`src/hw/mio_defs.svh`:
```
`ifndef MIO_DEFS_SVH
`define MIO_DEFS_SVH

// Data path and pin vector widths
`define MIO_DATA_W 16
`define MIO_VEC_W 6
`define MIO_PIN_W 25

// Positions inside the synchronised pin vector
`define MIO_PIN_BUS_LSB 0
`define MIO_PIN_VEC_LSB 16
`define MIO_PIN_IRQ 22
`define MIO_PIN_PF 23
`define MIO_PIN_BTN 24

// Active-low pins idle high after reset, the rest idle low
`define MIO_PIN_RESET 25'h0FF0000

// Phase codes of the I/O cycle
`define MIO_PHASE_THREE 3'h3
`define MIO_PHASE_FIVE 3'h5

// Select code that clears control on every device
`define MIO_CLEAR_ALL_CODE 6'h00
// Most significant digit reserved for mainframe codes
`define MIO_RESERVED_HIGH 3'h0

// Length of the power-on preset pulse in clock cycles
`define MIO_PRESET_CYCLES 4'h4

`endif

```
`src/hw/mio_pkg.sv`:
```
package mio_pkg;

  typedef struct packed {
    logic [7:0] sel_high_n;
    logic [7:0] sel_low_n;
    logic io_group_strobe;
    logic out_stb;
    logic in_stb;
    logic [15:0] bus_o;
    logic bus_oe;
    logic [15:0] cpu_din;
    logic ctl_reset;
    logic [3:0] preset_cnt;
    logic preset;
    logic pwr_prev;
    logic btn_prev;
    logic run;
    logic pwr_on;
    logic [5:0] int_addr;
    logic int_valid;
    logic irq_pending;
    logic pf_halt;
    logic restart_en;
  } mio_state_t;

endpackage

```
`src/hw/mio_ctl.sv`:
```
`timescale 1ns/1ps
`default_nettype none
`include "mio_defs.svh"

// Notes on behaviour
// - Pulse power-on preset on power switching on or off and on preset button.
// - Assert control reset when clear-control addresses select code 00.
// - Hold run line true while the computer is in run mode.
// - Power-on line true only while supplies are at operating level.
// - Computer vectors the interrupt to the reported six-bit address.
// - Sixteen buffered two-way data lines, wired-OR among devices.
// - Output strobe enables outgoing data, held from phase three to five.
// - Input strobe enables receivers; addressed device drives data then.
// - Unconnected power-fail input reads high, needing no inactive level.
// - Select, vector, interrupt and power-fail lines are ground-true.
module mio_ctl
  import mio_pkg::*;
(
  // Clock, reset, enable
  input wire logic CLOCK,
  input wire logic RST,
  input wire logic CE,
  // Computer side instruction decode
  input wire logic IO_GROUP,
  input wire logic INSTR_OUT,
  input wire logic INSTR_IN,
  input wire logic INSTR_CLC,
  input wire logic [5:0] SEL_CODE,
  input wire logic [2:0] PHASE,
  input wire logic INT_PHASE,
  input wire logic RUN_MODE,
  input wire logic POWER_OK,
  input wire logic [15:0] CPU_DATA_OUT,
  // Pins from the controller
  input wire logic PRESET_BUTTON,
  input wire logic [15:0] IO_BUS_I,
  input wire logic [5:0] IRQ_VECTOR_BITS_N,
  input wire logic EXT_IRQ_REQUEST_N,
  input wire logic EXT_POWER_FAIL_N,
  // Select lines to the controller
  output logic [7:0] SELECT_HIGH_DIGIT_N,
  output logic [7:0] SELECT_LOW_DIGIT_N,
  output logic IO_GROUP_STROBE,
  // Data card strobes and bus
  output logic OUTPUT_STROBE,
  output logic INPUT_STROBE,
  output logic [15:0] IO_BUS_O,
  output logic IO_BUS_OE,
  // General control
  output logic CONTROL_RESET,
  output logic PRESET_PULSE,
  output logic RUN,
  output logic POWER_ON,
  // Interrupt and power fail to the computer
  output logic [5:0] INT_ADDR,
  output logic INT_VALID,
  output logic IRQ_PENDING,
  output logic PF_HALT,
  output logic AUTO_RESTART_EN
);

  mio_state_t st;
  mio_state_t next_st;
  logic [`MIO_PIN_W-1:0] pins;
  logic [`MIO_PIN_W-1:0] pins_s;
  logic [15:0] bus_s;
  logic [5:0] vec_s;
  logic irq_s;
  logic pf_s;
  logic btn_s;
  logic in_window;
  logic preset_trig;

  assign pins = {PRESET_BUTTON, EXT_POWER_FAIL_N, EXT_IRQ_REQUEST_N,
                 IRQ_VECTOR_BITS_N, IO_BUS_I};

  // Every pin input crosses two flops before use
  mio_sync #(
    .WIDTH(`MIO_PIN_W),
    .RESET_VAL(`MIO_PIN_RESET)
  ) u_sync (
    .clk(CLOCK),
    .rst(RST),
    .ce(CE),
    .d(pins),
    .q(pins_s)
  );

  // Ground-true vector and request pins become active high here; power fail stays low-true
  assign bus_s = pins_s[`MIO_PIN_BUS_LSB +: 16];
  assign vec_s = ~pins_s[`MIO_PIN_VEC_LSB +: 6];
  assign irq_s = ~pins_s[`MIO_PIN_IRQ];
  assign pf_s = pins_s[`MIO_PIN_PF];
  assign btn_s = pins_s[`MIO_PIN_BTN];

  assign in_window = (PHASE >= `MIO_PHASE_THREE) && (PHASE <= `MIO_PHASE_FIVE);
  assign preset_trig = (POWER_OK != st.pwr_prev) || (btn_s && !st.btn_prev);

  always_comb begin
    next_st = st;
    next_st.pwr_prev = POWER_OK;
    next_st.btn_prev = btn_s;

    // Select digits pulled low only under the group strobe
    next_st.io_group_strobe = IO_GROUP;
    if (IO_GROUP) begin
      next_st.sel_high_n = ~(8'h01 << SEL_CODE[5:3]);
      next_st.sel_low_n = ~(8'h01 << SEL_CODE[2:0]);
    end else begin
      next_st.sel_high_n = 8'hFF;
      next_st.sel_low_n = 8'hFF;
    end

    next_st.ctl_reset = IO_GROUP && INSTR_CLC && (SEL_CODE == `MIO_CLEAR_ALL_CODE);

    // Power switching either way or the button restarts the pulse
    if (preset_trig) begin
      next_st.preset_cnt = `MIO_PRESET_CYCLES;
    end else if (st.preset_cnt != 4'h0) begin
      next_st.preset_cnt = st.preset_cnt - 4'h1;
    end
    next_st.preset = (next_st.preset_cnt != 4'h0);

    next_st.run = RUN_MODE;
    next_st.pwr_on = POWER_OK;

    // Output data latched at phase three, driven until phase five ends
    next_st.out_stb = IO_GROUP && INSTR_OUT && in_window;
    next_st.bus_oe = next_st.out_stb;
    if (IO_GROUP && INSTR_OUT && (PHASE == `MIO_PHASE_THREE)) begin
      next_st.bus_o = CPU_DATA_OUT;
    end

    // Input sampled late in phase five so the bus has settled
    next_st.in_stb = IO_GROUP && INSTR_IN && in_window;
    if (st.in_stb && (PHASE == `MIO_PHASE_FIVE)) begin
      next_st.cpu_din = bus_s;
    end

    // A request with a reserved high digit is not a device
    next_st.irq_pending = irq_s && (vec_s[5:3] != `MIO_RESERVED_HIGH);
    next_st.int_valid = 1'b0;
    if (INT_PHASE && st.irq_pending) begin
      next_st.int_addr = vec_s;
      next_st.int_valid = 1'b1;
    end

    // Low inhibits restart; unconnected pin idles high
    next_st.pf_halt = !pf_s;
    next_st.restart_en = pf_s;
  end

  always_ff @(posedge CLOCK) begin
    if (RST) begin
      st <= '0;
      st.sel_high_n <= 8'hFF;
      st.sel_low_n <= 8'hFF;
      st.restart_en <= 1'b1;
    end else if (CE) begin
      st <= next_st;
    end
  end

  assign SELECT_HIGH_DIGIT_N = st.sel_high_n;
  assign SELECT_LOW_DIGIT_N = st.sel_low_n;
  assign IO_GROUP_STROBE = st.io_group_strobe;
  assign OUTPUT_STROBE = st.out_stb;
  assign INPUT_STROBE = st.in_stb;
  assign IO_BUS_O = st.bus_o;
  assign IO_BUS_OE = st.bus_oe;
  assign CONTROL_RESET = st.ctl_reset;
  assign PRESET_PULSE = st.preset;
  assign RUN = st.run;
  assign POWER_ON = st.pwr_on;
  assign INT_ADDR = st.int_addr;
  assign INT_VALID = st.int_valid;
  assign IRQ_PENDING = st.irq_pending;
  assign PF_HALT = st.pf_halt;
  assign AUTO_RESTART_EN = st.restart_en;

  // Probe point for the captured input word
  logic [15:0] cpu_din_q;
  assign cpu_din_q = st.cpu_din;
endmodule

`default_nettype wire

```
`src/hw/mio_sync.sv`:
```
`timescale 1ns/1ps
`default_nettype none

module mio_sync #(
  parameter int WIDTH = 1,
  parameter logic [WIDTH-1:0] RESET_VAL = '0
) (
  // Clock, reset, enable
  input wire logic clk,
  input wire logic rst,
  input wire logic ce,
  // Pins in, synchronised out
  input wire logic [WIDTH-1:0] d,
  output logic [WIDTH-1:0] q
);

  logic [WIDTH-1:0] meta;

  // First stage feeds only the second stage
  always_ff @(posedge clk) begin
    if (rst) begin
      meta <= RESET_VAL;
      q <= RESET_VAL;
    end else if (ce) begin
      meta <= d;
      q <= meta;
    end
  end

endmodule

`default_nettype wire

```
`config.mk`:
```
export PLATFORM = sky130hd
export DESIGN_NAME = mio_ctl
export DESIGN_NICKNAME = d
export VERILOG_FILES = /design/src/hw/mio_pkg.sv /design/src/hw/mio_ctl.sv /design/src/hw/mio_sync.sv
export VERILOG_INCLUDE_DIRS = /design/src /design/src/hw
export SDC_FILE = /design/constraint.sdc
export NUM_CORES = 1
export LEC_CHECK = 0
export BUFFER_PORTS_ARGS = -buffer_cell sky130_fd_sc_hd__buf_2
export CORE_UTILIZATION = 51
export CTS_BUF_LIST = sky130_fd_sc_hd__clkbuf_2
export DETAILED_ROUTE_END_ITERATION = 8
export PLACE_DENSITY = 0.8
export REMOVE_ABC_BUFFERS = 1
export SYNTH_ARGS = -nofsm -noshare
export SYNTH_HDL_FRONTEND = slang
export SYNTH_SLANG_ARGS = --single-unit
```
`constraint.sdc`:
```
create_clock -name CLOCK -period 1.7 [get_ports CLOCK]
set_input_delay 0.34 -clock CLOCK [delete_from_list [all_inputs] [get_ports CLOCK]]
set_output_delay 0.34 -clock CLOCK [all_outputs]
set_load 0.01 [all_outputs]
```
; Word level (Yosys, flattened, before mapping)
; Index checks and enable logic that the tools add are counted.
; W data, S select, Z words.
[totals]
register_bits = 104
input_bits = 60
output_inout_bits = 50
elab_cells = 54
[op_classes]
addsub = 1
n_lt_le_gt_ge = 2
n_eq_ne = 2
shifts = 2
mux = 4
bitwise_logic = 4
reduce_logical = 20
[ops]
columns = operator, count
row1 = $mux W16, 1
row2 = $not A8 Y8, 2
row3 = $shl A1 B3 Y8 const A, 2
row4 = $logic_and A1 B1 Y1, 11
row5 = $mux W4, 2
row6 = $reduce_bool A4 Y1, 2
row7 = $logic_not A6 Y1, 1
row8 = $not A6 Y6, 1
row9 = $reduce_and A2 Y1, 2
row10 = $sub A4 B1 Y4 const B, 1
row11 = $eq A3 B2 Y1 const B, 1
row12 = $ge A3 B2 Y1 const B, 1
row13 = $le A3 B3 Y1 const B, 1
row14 = $reduce_bool A3 Y1, 1
row15 = $logic_not A1 Y1, 2
row16 = $logic_or A1 B1 Y1, 1
row17 = $mux W1, 1
row18 = $ne A1 B1 Y1, 1
row19 = $not A1 Y1, 1

; Longest topological paths before layout
[depth]
depth_word = 5
ltp_mapped = 7

; Modules after synthesis
; A second synthesis with hierarchy kept.
[hier_totals]
cells_unflattened = 437
area_unflattened_um2 = 4220.3
[by_module_without_submodules]
columns = mod, instances, cells_per_inst, area_each_um2
row1 = mio_ctl, 1, 274, 2382.3
row2 = mio_sync, 1, 163, 1838.0

; Worst setup path after synthesis
; OpenSTA, ideal clock, no wires.
[synth_timing]
path_type = input port to flip-flop
start = in CE
end = reg st, in the netlist IO_BUS_O[3]
arrival_time_ps = 1377
slack_ps = 191
path_stages = 7
path_cell_list = buf_4 -> nand2_4 -> or4b_1 -> buf_2 -> buf_6 -> nand2_1 -> a21oi_1
[synth_via]
elab_chain_len = 1
[synth_rtl]
columns = item, line
row1 = from (decl), mio_ctl.sv:22  ; input wire logic CE,
row2 = $reduce_and A2 Y1 (no line), -
row3 = to (signal assigned), mio_ctl.sv:160  ; st <= next_st;
row4 = to (decl), mio_ctl.sv:62  ; mio_state_t st;
; Every way passes these cells.
; A chain may end at the register's enable or synchronous reset.

; Worst setup path in the final report
[layout_timing]
start = reg st[15] in the netlist's numbering
end = reg st[16] in the netlist's numbering
[layout_via]
elab_chain_len = 3
[layout_rtl]
columns = item, line
row1 = $sub A4 B1 Y4 / $reduce_bool A4 Y1 (equally long branches), "mio_ctl.sv:120, mio_ctl.sv:119"
row2 = $mux W4 (*), mio_ctl.sv:119  ; end else if (st.preset_cnt != 4'h0) begin
row3 = $mux W4 (*), mio_ctl.sv:117  ; if (preset_trig) begin
; Mark *: on every way between the ends. The rest lies on a longest branch, timed or not.

==> flow_summary.ini <==
[grt]
grt_max_degree = 57
overflow = 0
antenna_found_initial = 0
grt_usage_pct = 19.72
first_global_vias = 2123
grt_pass1_wl_um = 9618

[die]
fp.dieArea_um2 = 6319
chipHeight_um = 79.50
rows = 27
io_pins = 110
die_w_um = 79.50
initial_utilization_pct = 54.29
core_um2 = 5642

[route]
via_per_inst = 5.040
drcViolationCount = 0
dr.pass1.iters = 4
post_drt_wl_per_cell_um = 12.80
num_vias = 2394
drt_iter0_drc = 116
ant_nets = 0
wirelength_um = 6079

[synth]
ys_seq_area_share_pct = 47.06
syn_area_per_cell_um2 = 9.009
ys.flop_type = dfxtp_1
ys_ff_latch = 72
synth.area.top_cells = dfxtp_1 47%, buf_4 9.8%, nand2b_1 4.9%
synth_top_area_share_pct = 47.06
ys.warnings.count = 0
synth-edff-count = 0
netlist_instances = 340
synth_cell_types = 39
syn_area_um2 = 3063
synthArstFlopShare_pct = 0
synth_top_area_cell = dfxtp_1

[run]
max-cap-violations = 0

[cells_and_area]
diodes = 0
synthToLayoutAreaGrowth_pct = 14.17
fillers = 478
nets = 459
drive_gt1_share_pct = 30.52

[clock_network]
cts_buffers = 9
post_cts_buffers = 0
cts_buffer_depth = 2
htree_levels = 3
clock_latency_ps = 480
tritoncts = yes
cts.sinks = 72
path_clk_slew_ps = 190
root_buffer = clkbuf_2

[timing]
fin_ws_ps = 164.2
min_period_ps = 1536
worst_pin_slew_ps = 415.2
skew_ps = 9.892
finalCritPeriodShare_pct = 90.34
maxSlewHeadroom_pct = 72.06
hold_violations = 0
max_freq_mhz = 651.1
rsz0062_at_grt = false
finalSetupTns_ps = 0
slew_violations = 0
finalSetupViolCount = 0

[placed_design]
post-place-ws_ps = 105.0
dp_hpwl_um = 4213
place.gp.congestion = 0.8289
portBuffers = 93

[critical_path]
reg2reg_slack_ps = 160
path_buf_inv = 1
slowest_stage = or3b_1
worstRegToRegCells = 6
required_ps = 2120
cp_top_family = simple AND/OR/NAND/NOR gates
reg2reg_from = st[15]
worstPathMaxFanout = 5
cp_slowest_stage_delay_ps = 390
r2r-end = st[16]
criticalPathCategory = reg -> reg
worstPathArrival_ps = 1950
path_cells = inv_1 > ha_1 > or3b_1 > o41ai_2 > nand2_1 > o21ai_0
timing.critical_path.to_type = register
startpoint_type = register

[run_status]
outcome = finished, final reports clean

[pwr]
p_leak_uw = 0.001502
vdd_ir_drop_max_mv = 0.4967
powerDensity_nw_per_um2 = 908.9

[min_path]
min_to = u_sync.meta[19]
hold_depth = 2
hold_path.class = in -> reg
min-delay-start = IRQ_VECTOR_BITS_N[3]
## metal layers
| layer | track usage, % | part of all wire [%] | up-vias |
|---|---|---|---|
| met5 | 0 | 0 | - |
| met3 | 8.800 | 10 | 5 |
| met1 | 22.69 | 44 | 1075 |
| met2 | 31.62 | 45 | 83 |
| li1 | - | - | 1231 |
| met4 | 8.182 | 0.99 | 0 |
## cells in the mapped netlist, drive strengths merged (2+ instances only)
cell    number
buf         48
dfxtp       72
nor4b        3
inv          3
o22ai       12
nand2       40
nand3        5
clkbuf      11
o32ai        3
mux2i        7
nor3         5
nor2b       19
a211o       16
nand2b      24
o21ai        2
nor2        23
a21oi       27
or2          4
a22o         2
## how the worst max path moves through the flow
stage                start  slack, ps  cells past startpoint           to
floorplan           st[15]        200                      6       st[15]
global placement        CE        140                      5  INT_ADDR[4]
detailed placement      CE        100                      5  INT_ADDR[3]
finish              st[15]        160                      6       st[16]
global route        st[15]         50                      6       st[16]
CTS                 st[15]         80                      6       st[16]
## through the flow
step                hold WS, ps  cell area [um2]  cells  utilization, %  power (uW)
floorplan                 409.1             2678    281               -        1955
global placement          434.9             3306    454           58.59        2116
detailed placement        444.1             3306    454           58.59        2125
CTS                       4.838             3450    471           61.14        3205
global route              3.377             3497    475           61.99        3329
finish                    51.66             3497    475           61.99        3178
## repair_timing
action	4_1_cts	5_1_grt
resized for setup	0	1
endpoints found under the setup margin	0	2
hold buffers	1	4
hold endpoints to repair	1	4
## power by group
group,internal (uW),leakage [uW],total [uW],switching (uW)
clock network,485,0.0000756,1080,590
registers,1740,0.000587,1770,29.3
logic,162,0.000839,331,169
## placed cells by master, fill, tap and decap left out, types with 2 or more instances in the layout
cell | synthesis | routed
nor2b_1 | 19 | 19
buf_2 | 5 | 93
nor4b_1 | 2 | 2
a22o_1 | 2 | 2
nand2b_1 | 24 | 24
nor3_1 | 5 | 5
inv_1 | 3 | 3
o21ai_0 | 2 | 2
clkinvlp_4 | 0 | 2
o22ai_1 | 12 | 12
nand3_1 | 5 | 5
dlygate4sd3_1 | 0 | 5
a211o_1 | 16 | 16
mux2i_1 | 7 | 7
o32ai_1 | 3 | 3
nor2_1 | 23 | 23
dfxtp_1 | 72 | 72
or2_2 | 3 | 3
a21oi_1 | 27 | 27
bufinv_16 | 0 | 2
clkbuf_2 | 0 | 10
nand2_1 | 39 | 39
buf_4 | 40 | 7
## layout make-up
cell class / instances / area, um2 / area share [%]
sequential: 72 / 1441 / 41.22
multi-input combinational: 206 / 1232 / 35.24
inverter: 3 / 11.26 / 0.3220
tap: 72 / 90.09 / 2.576
timing repair buffer: 106 / 588.1 / 16.82
clock inverter: 6 / 83.83 / 2.397
clock buffer: 10 / 50.05 / 1.431
## flip-flops by register name, summed over array words and instances (netlist names)
signal / flops
IO_BUS_O: 16
u_sync.meta: 9
u_sync.q: 9
SELECT_HIGH_DIGIT_N: 8
SELECT_LOW_DIGIT_N: 8
INT_ADDR: 6
st: 5
AUTO_RESTART_EN: 1
CONTROL_RESET: 1
INPUT_STROBE: 1
INT_VALID: 1
IO_BUS_OE: 1
IO_GROUP_STROBE: 1
IRQ_PENDING: 1
PF_HALT: 1
POWER_ON: 1
PRESET_PULSE: 1
RUN: 1
## cells by family after synthesis
group	share of synthesized area (%)
AND/OR/NAND/NOR	21.57
flip-flops	47.06
AO/OA/AOI/OAI	15.44
buffers and inverters	12.95
multiplexers	2.288
XOR/XNOR	0.2860
adder cells (fa/ha/maj)	0.4084
No activity file was read; power rests on OpenSTA's default activity.
